===== config.mk =====
export PLATFORM = sky130hd
export DESIGN_NAME = system_clock_source_control
export DESIGN_NICKNAME = d
export VERILOG_FILES = /design/src/logic/clock_source_pkg.sv /design/src/logic/level_sync.sv /design/src/logic/system_clock_source_control.sv
export VERILOG_INCLUDE_DIRS = /design/src /design/src/logic
export SDC_FILE = /design/constraint.sdc
export NUM_CORES = 1
export LEC_CHECK = 0
export BUFFER_PORTS_ARGS = -buffer_cell sky130_fd_sc_hd__buf_2
export CAP_MARGIN = 20
export CORE_MARGIN = 5
export CORE_UTILIZATION = 44
export DETAILED_ROUTE_END_ITERATION = 10
export PLACE_DENSITY = 0.82
export SETUP_SLACK_MARGIN = 0.2
export SYNTH_ARGS = -nofsm -noshare
export SYNTH_HDL_FRONTEND = slang
export SYNTH_SLANG_ARGS = --single-unit

===== constraint.sdc =====
create_clock -name clk_sys_i -period 1.9 [get_ports clk_sys_i]
set_input_delay 0.285 -clock clk_sys_i [delete_from_list [all_inputs] [get_ports clk_sys_i]]
set_output_delay 0.285 -clock clk_sys_i [all_outputs]
set_load 0.1 [all_outputs]

===== src/logic/clock_source_defs.svh =====
// Register offsets, field positions, reset values and timing counts of the clock source control
`ifndef CLOCK_SOURCE_DEFS_SVH
`define CLOCK_SOURCE_DEFS_SVH

`define CSRC_ADDR_W            12
`define CSRC_OSC_CTRL_OFS      12'h000
`define CSRC_SYS_CLK_CTRL_OFS  12'h004
`define CSRC_STATUS_OFS        12'h008

`define CSRC_MAIN_STOP_BIT     7
`define CSRC_SUB_STOP_BIT      6
`define CSRC_FAST_STOP_BIT     0
`define CSRC_EXT_MODE_BIT      6
`define CSRC_HS_ACTIVE_BIT     5
`define CSRC_MAIN_SEL_BIT      4
`define CSRC_OPT_WDT_EN_BIT    4
`define CSRC_OPT_STBY_RUN_BIT  0

`define CSRC_MAIN_STOP_RST     1'b1
`define CSRC_SUB_STOP_RST      1'b1
`define CSRC_FAST_STOP_RST     1'b0
`define CSRC_MAIN_SEL_RST      1'b0
`define CSRC_EXT_MODE_RST      1'b0

`define CSRC_CLK_PERIOD_NS     50
`define CSRC_SWITCH_GAP_NS     100
`define CSRC_SWITCH_GAP_CYC \
  ((`CSRC_SWITCH_GAP_NS + `CSRC_CLK_PERIOD_NS - 1) / `CSRC_CLK_PERIOD_NS)

`endif


===== src/logic/clock_source_pkg.sv =====
// Types shared by the clock source control
package clock_source_pkg;

  typedef enum logic [1:0] {
    SRC_INT,
    SRC_GAP_TO_HS,
    SRC_HS,
    SRC_GAP_TO_INT
  } cpu_src_state_t;

  typedef struct packed {
    logic        psel;
    logic        penable;
    logic        pwrite;
    logic [11:0] paddr;
    logic [31:0] pwdata;
  } apb_req_t;

  typedef struct packed {
    logic        pready;
    logic        pslverr;
    logic [31:0] prdata;
  } apb_rsp_t;

  typedef struct packed {
    logic main_osc_en;
    logic ext_clk_en;
    logic fast_int_osc_en;
    logic sub_osc_en;
    logic low_speed_osc_en;
    logic watchdog_run;
  } osc_enables_t;

endpackage : clock_source_pkg


===== src/logic/level_sync.sv =====
// Two flip-flop synchroniser for asynchronous levels
`timescale 1ns/1ps
module level_sync #(
  parameter int WIDTH = 1
) (
  input  wire logic             clk_sys_i,
  input  wire logic             nrst_i,
  input  wire logic [WIDTH-1:0] async_i,
  output logic      [WIDTH-1:0] sync_o
);

  typedef struct packed {
    logic [WIDTH-1:0] meta;
    logic [WIDTH-1:0] stable;
  } sync_state_t;

  sync_state_t state_q;
  sync_state_t state_d;

  generate
    if (WIDTH < 1) begin : g_bad_width
      $error("level_sync width must be at least one");
    end
  endgenerate

  // First stage feeds only the second stage
  always_comb begin
    state_d        = state_q;
    state_d.meta   = async_i;
    state_d.stable = state_q.meta;
  end

  always_ff @(posedge clk_sys_i or negedge nrst_i) begin
    if (!nrst_i) begin
      state_q <= '0;
    end else begin
      state_q <= state_d;
    end
  end

  assign sync_o = state_q.stable;

endmodule : level_sync


===== src/logic/system_clock_source_control.sv =====
// Oscillator start/stop, CPU clock source selection and APB registers
//
// Design decisions made here: the placing of the registers and the APB slave port.
`timescale 1ns/1ps
`include "clock_source_defs.svh"

module system_clock_source_control #(
  parameter int SWITCH_GAP = `CSRC_SWITCH_GAP_CYC
) (
  input  wire logic                          clk_sys_i,
  input  wire logic                          nrst_i,
  input  wire clock_source_pkg::apb_req_t    apb_req_i,
  output clock_source_pkg::apb_rsp_t         apb_rsp_o,
  input  wire logic                          stop_mode_i,
  input  wire logic                          halt_mode_i,
  input  wire logic [7:0]                    option_byte_i,
  input  wire logic                          main_osc_ready_i,
  input  wire logic                          fast_int_osc_ready_i,
  input  wire logic                          sub_osc_ready_i,
  output clock_source_pkg::osc_enables_t     osc_en_o,
  output logic                               cpu_src_int_o,
  output logic                               cpu_src_hs_o
);

  generate
    if (SWITCH_GAP < 1 || SWITCH_GAP > 255) begin : g_bad_gap
      $error("SWITCH_GAP must lie between 1 and 255");
    end
  endgenerate

  typedef struct packed {
    logic                            main_osc_stop;
    logic                            sub_osc_stop;
    logic                            fast_internal_osc_stop;
    logic                            main_clock_select;
    logic                            ext_clock_mode;
    logic                            opt_loaded;
    logic                            watchdog_enable_option;
    logic                            watchdog_standby_run;
    clock_source_pkg::cpu_src_state_t src;
    logic [7:0]                      gap_cnt;
    clock_source_pkg::osc_enables_t  osc_en;
    logic [31:0]                     rdata;
    logic                            slverr;
  } ctrl_state_t;

  ctrl_state_t state_q;
  ctrl_state_t state_d;

  logic [2:0] ready_sync;
  logic       main_ready_s;
  logic       fast_ready_s;
  logic       sub_ready_s;
  logic       hs_ready;
  logic       int_ready;
  logic       setup_ph;
  logic       access_wr;
  logic       addr_hit;
  logic [7:0] osc_ctrl_rd;
  logic [7:0] sys_clk_rd;
  logic [7:0] status_rd;

  // Oscillator ready flags come from analog cells on other domains
  level_sync #(
    .WIDTH (3)
  ) u_ready_sync (
    .clk_sys_i (clk_sys_i),
    .nrst_i    (nrst_i),
    .async_i   ({main_osc_ready_i, fast_int_osc_ready_i, sub_osc_ready_i}),
    .sync_o    (ready_sync)
  );

  assign main_ready_s = ready_sync[2];
  assign fast_ready_s = ready_sync[1];
  assign sub_ready_s  = ready_sync[0];

  // External input has no ready flag; it counts as ready once ungated
  assign hs_ready  = state_q.ext_clock_mode ? state_q.osc_en.ext_clk_en
                                            : (state_q.osc_en.main_osc_en & main_ready_s);
  assign int_ready = state_q.osc_en.fast_int_osc_en & fast_ready_s;

  assign setup_ph  = apb_req_i.psel & ~apb_req_i.penable;
  assign access_wr = apb_req_i.psel & apb_req_i.penable & apb_req_i.pwrite;
  assign addr_hit  = (apb_req_i.paddr == `CSRC_OSC_CTRL_OFS)
                   | (apb_req_i.paddr == `CSRC_SYS_CLK_CTRL_OFS)
                   | (apb_req_i.paddr == `CSRC_STATUS_OFS);

  always_comb begin
    osc_ctrl_rd                          = 8'h00;
    osc_ctrl_rd[`CSRC_MAIN_STOP_BIT]     = state_q.main_osc_stop;
    osc_ctrl_rd[`CSRC_SUB_STOP_BIT]      = state_q.sub_osc_stop;
    osc_ctrl_rd[`CSRC_FAST_STOP_BIT]     = state_q.fast_internal_osc_stop;
    sys_clk_rd                           = 8'h00;
    sys_clk_rd[`CSRC_EXT_MODE_BIT]       = state_q.ext_clock_mode;
    sys_clk_rd[`CSRC_HS_ACTIVE_BIT]      = (state_q.src == clock_source_pkg::SRC_HS);
    sys_clk_rd[`CSRC_MAIN_SEL_BIT]       = state_q.main_clock_select;
    status_rd = {state_q.osc_en.watchdog_run, state_q.watchdog_enable_option,
                 state_q.watchdog_standby_run, hs_ready, int_ready,
                 main_ready_s, fast_ready_s, sub_ready_s};
  end

  always_comb begin
    state_d = state_q;

    // Option byte comes from flash; caught once after reset release
    if (!state_q.opt_loaded) begin
      state_d.opt_loaded             = 1'b1;
      state_d.watchdog_enable_option = option_byte_i[`CSRC_OPT_WDT_EN_BIT];
      state_d.watchdog_standby_run   = option_byte_i[`CSRC_OPT_STBY_RUN_BIT];
    end

    // Register writes take effect in the access phase
    if (access_wr) begin
      case (apb_req_i.paddr)
        `CSRC_OSC_CTRL_OFS: begin
          state_d.main_osc_stop          = apb_req_i.pwdata[`CSRC_MAIN_STOP_BIT];
          state_d.sub_osc_stop           = apb_req_i.pwdata[`CSRC_SUB_STOP_BIT];
          state_d.fast_internal_osc_stop = apb_req_i.pwdata[`CSRC_FAST_STOP_BIT];
        end
        `CSRC_SYS_CLK_CTRL_OFS: begin
          state_d.main_clock_select = apb_req_i.pwdata[`CSRC_MAIN_SEL_BIT];
          state_d.ext_clock_mode    = apb_req_i.pwdata[`CSRC_EXT_MODE_BIT];
        end
        default: begin
        end
      endcase
    end

    // Read data and error latched in setup, presented in access
    if (setup_ph) begin
      state_d.slverr = ~addr_hit;
      case (apb_req_i.paddr)
        `CSRC_OSC_CTRL_OFS:     state_d.rdata = {24'h000000, osc_ctrl_rd};
        `CSRC_SYS_CLK_CTRL_OFS: state_d.rdata = {24'h000000, sys_clk_rd};
        `CSRC_STATUS_OFS:       state_d.rdata = {24'h000000, status_rd};
        default:                state_d.rdata = 32'h00000000;
      endcase
    end

    // Oscillator enables
    state_d.osc_en.main_osc_en = ~state_q.ext_clock_mode & ~state_q.main_osc_stop
                               & ~stop_mode_i;
    state_d.osc_en.ext_clk_en = state_q.ext_clock_mode & ~state_q.main_osc_stop
                              & ~stop_mode_i;
    state_d.osc_en.fast_int_osc_en = ~state_q.fast_internal_osc_stop & ~stop_mode_i;
    state_d.osc_en.sub_osc_en = ~state_q.sub_osc_stop;
    state_d.osc_en.watchdog_run = state_q.opt_loaded & state_q.watchdog_enable_option
      & ~((halt_mode_i | stop_mode_i) & ~state_q.watchdog_standby_run);
    // Low-speed oscillator tracks the watchdog and nothing else
    state_d.osc_en.low_speed_osc_en = state_d.osc_en.watchdog_run;

    // Break-before-make: both sources off for the gap, then new one on
    if (state_q.gap_cnt != 8'h00) begin
      state_d.gap_cnt = state_q.gap_cnt - 8'h01;
    end
    case (state_q.src)
      clock_source_pkg::SRC_INT: begin
        if (state_q.main_clock_select && hs_ready) begin
          state_d.src     = clock_source_pkg::SRC_GAP_TO_HS;
          state_d.gap_cnt = 8'(SWITCH_GAP - 1);
        end
      end
      clock_source_pkg::SRC_GAP_TO_HS: begin
        if (!hs_ready) begin
          state_d.src = clock_source_pkg::SRC_INT;
        end else if (state_q.gap_cnt == 8'h00) begin
          state_d.src = clock_source_pkg::SRC_HS;
        end
      end
      clock_source_pkg::SRC_HS: begin
        // Losing the high-speed source falls back rather than freezing the CPU
        // Deselect waits for the internal clock to run
        if ((!state_q.main_clock_select && int_ready) || !hs_ready) begin
          state_d.src     = clock_source_pkg::SRC_GAP_TO_INT;
          state_d.gap_cnt = 8'(SWITCH_GAP - 1);
        end
      end
      clock_source_pkg::SRC_GAP_TO_INT: begin
        if (state_q.gap_cnt == 8'h00) begin
          state_d.src = clock_source_pkg::SRC_INT;
        end
      end
      default: begin
        state_d.src = clock_source_pkg::SRC_INT;
      end
    endcase
  end

  always_ff @(posedge clk_sys_i or negedge nrst_i) begin
    if (!nrst_i) begin
      state_q                        <= '0;
      state_q.main_osc_stop          <= `CSRC_MAIN_STOP_RST;
      state_q.sub_osc_stop           <= `CSRC_SUB_STOP_RST;
      state_q.fast_internal_osc_stop <= `CSRC_FAST_STOP_RST;
      state_q.main_clock_select      <= `CSRC_MAIN_SEL_RST;
      state_q.ext_clock_mode         <= `CSRC_EXT_MODE_RST;
      state_q.src                    <= clock_source_pkg::SRC_INT;
      state_q.osc_en.fast_int_osc_en <= 1'b1;
    end else begin
      state_q <= state_d;
    end
  end

  assign apb_rsp_o.pready  = 1'b1;
  assign apb_rsp_o.pslverr = apb_req_i.psel & apb_req_i.penable & state_q.slverr;
  assign apb_rsp_o.prdata  = state_q.rdata;
  assign osc_en_o          = state_q.osc_en;
  // CPU mux offers only internal fast and high-speed; never low-speed
  assign cpu_src_int_o     = (state_q.src == clock_source_pkg::SRC_INT);
  assign cpu_src_hs_o      = (state_q.src == clock_source_pkg::SRC_HS);

  main_stop_a: assert property (@(posedge clk_sys_i) disable iff (!nrst_i)
    (state_q.main_osc_stop || stop_mode_i) |=> !osc_en_o.main_osc_en)
    else $error("main crystal enabled while stopped");

  main_run_a: assert property (@(posedge clk_sys_i) disable iff (!nrst_i)
    $past(!state_q.ext_clock_mode && !state_q.main_osc_stop && !stop_mode_i)
      |-> osc_en_o.main_osc_en)
    else $error("main crystal not started");

  reset_src_a: assert property (@(posedge clk_sys_i)
    $rose(nrst_i) |-> cpu_src_int_o && !cpu_src_hs_o)
    else $error("CPU not on internal clock after reset");

  fast_stop_a: assert property (@(posedge clk_sys_i) disable iff (!nrst_i)
    (state_q.fast_internal_osc_stop || stop_mode_i) |=> !osc_en_o.fast_int_osc_en)
    else $error("internal fast oscillator enabled while stopped");

  fast_run_a: assert property (@(posedge clk_sys_i) disable iff (!nrst_i)
    $past(!state_q.fast_internal_osc_stop && !stop_mode_i) |-> osc_en_o.fast_int_osc_en)
    else $error("internal fast oscillator not started");

  ext_gate_a: assert property (@(posedge clk_sys_i) disable iff (!nrst_i)
    osc_en_o.ext_clk_en |-> $past(!stop_mode_i && !state_q.main_osc_stop))
    else $error("external clock ungated during stop");

  ext_run_a: assert property (@(posedge clk_sys_i) disable iff (!nrst_i)
    $past(state_q.ext_clock_mode && !state_q.main_osc_stop && !stop_mode_i)
      |-> osc_en_o.ext_clk_en)
    else $error("external clock not ungated");

  sel_follow_a: assert property (@(posedge clk_sys_i) disable iff (!nrst_i)
    (state_q.main_clock_select && hs_ready && cpu_src_int_o)
      |-> ##[1:260] (cpu_src_hs_o || !hs_ready))
    else $error("select bit not followed");

  sel_back_a: assert property (@(posedge clk_sys_i) disable iff (!nrst_i)
    (!state_q.main_clock_select && int_ready && cpu_src_hs_o) |-> ##[1:260] cpu_src_int_o)
    else $error("deselect not followed");

  sub_stop_a: assert property (@(posedge clk_sys_i) disable iff (!nrst_i)
    osc_en_o.sub_osc_en == !$past(state_q.sub_osc_stop))
    else $error("subsystem oscillator enable wrong");

  low_speed_a: assert property (@(posedge clk_sys_i) disable iff (!nrst_i)
    osc_en_o.low_speed_osc_en == osc_en_o.watchdog_run)
    else $error("low-speed oscillator not tied to watchdog");

  wdt_stop_a: assert property (@(posedge clk_sys_i) disable iff (!nrst_i)
    $past(!state_q.watchdog_enable_option
          || ((halt_mode_i || stop_mode_i) && !state_q.watchdog_standby_run))
      |-> !osc_en_o.watchdog_run)
    else $error("watchdog running when it must stop");

  wdt_run_a: assert property (@(posedge clk_sys_i) disable iff (!nrst_i)
    $past(state_q.opt_loaded && state_q.watchdog_enable_option
          && !((halt_mode_i || stop_mode_i) && !state_q.watchdog_standby_run))
      |-> osc_en_o.watchdog_run)
    else $error("watchdog stopped when it must run");

  opt_once_a: assert property (@(posedge clk_sys_i) disable iff (!nrst_i)
    state_q.opt_loaded |=> $stable(state_q.watchdog_enable_option)
      && $stable(state_q.watchdog_standby_run))
    else $error("option bits changed after capture");

  glitch_free_a: assert property (@(posedge clk_sys_i) disable iff (!nrst_i)
    $rose(cpu_src_hs_o) |-> $past(!cpu_src_int_o))
    else $error("no gap before high-speed source");

  gap_load_a: assert property (@(posedge clk_sys_i) disable iff (!nrst_i)
    $rose(!cpu_src_int_o && !cpu_src_hs_o) |-> state_q.gap_cnt == 8'(SWITCH_GAP - 1))
    else $error("gap counter not loaded");

  gap_end_a: assert property (@(posedge clk_sys_i) disable iff (!nrst_i)
    $rose(cpu_src_hs_o) |-> $past(state_q.gap_cnt == 8'h00))
    else $error("gap to high-speed cut short");

  gap_back_a: assert property (@(posedge clk_sys_i) disable iff (!nrst_i)
    $rose(cpu_src_int_o) && $past(state_q.src == clock_source_pkg::SRC_GAP_TO_INT)
      |-> $past(state_q.gap_cnt == 8'h00))
    else $error("gap to internal cut short");

  hs_ready_a: assert property (@(posedge clk_sys_i) disable iff (!nrst_i)
    $rose(cpu_src_hs_o) |-> $past(hs_ready))
    else $error("switched to a source not running");

  hold_hs_a: assert property (@(posedge clk_sys_i) disable iff (!nrst_i)
    (state_q.src == clock_source_pkg::SRC_HS && hs_ready && !int_ready) |=> cpu_src_hs_o)
    else $error("left high-speed for a stopped internal clock");

endmodule : system_clock_source_control


==> flow_summary.json <==
{
  "status": "complete, no violations",
  "avgRoutedWirePerCell_um": 12.9,
  "synth_warnings": 0,
  "crit_chain": "nor2b_4 > clkbuf_4",
  "clk_latency_ps": 280,
  "wl_met1_um": 1430,
  "die_area_mm2": 0.00577,
  "routed_wl_um": 3540,
  "powerDensity_mw_per_mm2": 1030,
  "p_clk_share_pct": 25.8,
  "vias": 1295,
  "synth_cells": 186,
  "clockRootBuffer": "clkbuf_8",
  "ys_types": 37,
  "max_freq_mhz": 627,
  "max_cap_viol_count": 0,
  "dp_hpwl_um": 2690,
  "swShare_pct": 36.9,
  "rsz0062_at_grt": "no",
  "die_w_um": 76.0,
  "tns_ps": 0,
  "reg2regPathDepth": 4,
  "final_layout_size_suffix_gt1_share_pct": 29.6,
  "internal_power_mw": 1.38,
  "cts_setup_buffers": 0,
  "drc_errors": 0,
  "initial_core_util_pct": 44.6,
  "cts-hold-fix-buffers": 0,
  "r2r_start": "state_q[42]",
  "synth.area.mux_share_pct": 5.10,
  "cp_top_family": "flip-flops",
  "finalCritPeriodShare_pct": 83.9,
  "grt_max_degree": 39,
  "drv_slew": 0,
  "power_leakage_nw": 1.06,
  "cp-end-kind": "primary output",
  "worst_slack_ps": 306,
  "ir_drop_mv": 0.555,
  "grt_pass1_vias": 1311,
  "nNetsFinal": 286,
  "cts_tree": "built",
  "die_h_um": 76.0,
  "synth_top_family_by_area": "buffers and inverters",
  "grt_pass1_wl_um": 5970,
  "detail_route.vias_per_cell": 4.71,
  "ant_nets": 0,
  "routabilityCongestion": 0.757,
  "slowest_delay_ps": 450,
  "avgSynthCellArea_um2": 10.3,
  "fin_worst_skew_ps": 5.35,
  "wl_met3_um": 278,
  "ctsLongestPathBuffers": 2,
  "switchingPower_mw": 0.803,
  "top_layer_used": "met4",
  "cts.reportedPaths.clkPinSlew_ps": 70,
  "worstReg2RegEnd": "state_q[48]",
  "hold_violations": 0,
  "critPathBufInv": 1,
  "htree_levels": 2,
  "period_needed_ps": 1590,
  "comb_power_share_pct": 27.5,
  "core_region_area_mm2": 0.00429,
  "cts.sinks": 38,
  "finalSetupViolations": 0,
  "endpoint": "cpu_src_hs_o",
  "arrival_ps": 1310,
  "drt_pass1_iterations": 5,
  "synth-adder-area-share_pct": 1.31,
  "worstSetupPathType": "reg -> out",
  "synthSimpleGateAreaFrac_pct": 16.9,
  "yosysSeqAreaShare_pct": 49.9,
  "grt_usage_pct": 12.7,
  "power_frac_seq_pct": 46.7,
  "synth_compound_area_share_pct": 6.60,
  "rrSetupSlack_ps": 310,
  "critPathLaunchType": "flop",
  "numCtsBuffers": 5,
  "met2WireLength_um": 1780,
  "hp-class": "in -> async",
  "portBuffers": 44,
  "n_antenna_cell": 0,
  "crit_cells": 2,
  "drt-initial-drc-count": 72,
  "rows": 24,
  "synth_xor_area_share_pct": 2.75,
  "ios": 104,
  "crit_slowest_cell": "dfrtp_1",
  "grt_antenna_before_repair": 0,
  "syn_area_mm2": 0.00191,
  "ys_seq_elements": 38,
  "cp_max_fo": 6,
  "crit_required_ps": 1620,
  "overflow": 0,
  "post-place-ws_ps": 15.9,
  "area_delta_synth_final_pct": 10.7,
  "critPathLaunch": "state_q[48]"
}
synthesized netlist by cell type, drive strengths merged:
cell    number  area, um2
nor3         2       10.0
nor2b        4       25.0
nand3        4       20.0
xnor2        4       35.0
a21oi        3       15.0
o21a         1       7.51
nand3b       1       7.51
a22oi        2       15.0
buf         39        293
mux2i        3       30.0
nor3b        1       7.51
o21ai        8       40.0
conb         2       7.51
xor2         2       17.5
a211oi       1       7.51
clkbuf       3       11.3
nor2        15       56.3
or4          2       18.8
inv          6       22.5
a2111o       1       11.3
and4b        1       10.0
mux2         6       67.6
nand2b       4       25.0
and3         1       6.26
o21bai       1       7.51
nand4        2       12.5
ha           2       25.0
o31ai        3       22.5
and3b        1       10.0
dfrtp       35        876
or4b         1       10.0
dfstp        3       78.8
nand2       19       71.3
nor4         3       33.8
cell families (layout without fill, tap and decap cells):
logic type                 Yosys count  after routing
xor gates and xnor gates             6              6
and+or+nand+nor                     61             61
AOI/OAI and AO/OA                   20             20
other                                2             26
buffers and inverters               48             61
muxes                                9              9
adders and majority gates            2              2
DFF                                 38             38
metrics by stage:
stage | hold WS (ps) | util, % | instances | area, um2 | power (mW)
final | 31.7 | 49.3 | 275 | 2120 | 2.18
after global routing | 69.6 | 49.3 | 275 | 2120 | 2.30
after CTS | 48.7 | 49.1 | 275 | 2110 | 2.18
after detailed placement | 345 | 47.0 | 267 | 2020 | 1.61
after global placement | 332 | 47.0 | 267 | 2020 | 1.59
after floorplan | -10.6 | - | 210 | 2010 | 1.54
state kept, by name, summed over array words and instances (netlist names):
| register | flops |
|---|---|
| u_ready_sync.state_d | 3 |
| osc_en_o | 5 |
| apb_rsp_o | 8 |
| u_ready_sync.sync_o | 3 |
| state_q | 16 |
| osc_ctrl_rd | 3 |
cells in the final DEF, fill, tap and decap left out, types with 4 or more instances in the layout:
| cell | count |
|---|---|
| o21ai_0 | 8 |
| inv_1 | 6 |
| buf_2 | 43 |
| nor2_1 | 14 |
| clkbuf_8 | 6 |
| xnor2_1 | 4 |
| dfrtp_1 | 35 |
| nand3_1 | 4 |
| nand2b_1 | 4 |
| conb_1 | 26 |
| nand2_1 | 19 |
how the worst min path moves through the flow:
| stage | start | end | slack, ps | depth (start not counted) |
|---|---|---|---|---|
| global placement | u_ready_sync.state_d[0] | u_ready_sync.sync_o[0] | 330 | 0 |
| detailed placement | u_ready_sync.state_d[2] | u_ready_sync.sync_o[2] | 340 | 0 |
| global route | nrst_i | state_q[49] | 70 | 2 |
| finish | nrst_i | state_q[49] | 30 | 2 |
| floorplan | nrst_i | apb_rsp_o[0] | -10 | 0 |
| CTS | nrst_i | u_ready_sync.state_d[0] | 50 | 2 |
routing by layer:
layer,GRT usage [%],up-vias
met2,20.9,45
met4,5.52,0
met3,4.86,5
met1,14.5,619
met5,0,-
li1,-,626
layout make-up:
class	count	area [um2]
timing repair buffer	47	245
clock inverter	1	5.00
sequential	38	955
inverter	6	22.5
multi-input combinational	124	739
tap	52	65.1
fill	409	2180
clock buffer	7	86.3
power by group through the flow:
stage	combinational [mW]	sequential, mW	clock, mW
after global routing	0.658	1.03	0.610
after CTS	0.596	1.00	0.575
after detailed placement	0.594	1.02	0
after global placement	0.579	1.02	0
after floorplan	0.546	0.999	0
final	0.598	1.02	0.562
what timing repair did:
item                       4_1_cts  5_1_grt
setup endpoints to repair        0        8
resized for setup                0        2
hold endpoints to repair         0        0
worst reg2reg max path, stage by stage, from the launching register on:
cell     delay, ps
dfrtp_1        440
nor4_2         380
nand3_1        150
or4b_1         480
nand2_1         80
Power figures use the tool's default switching activity.
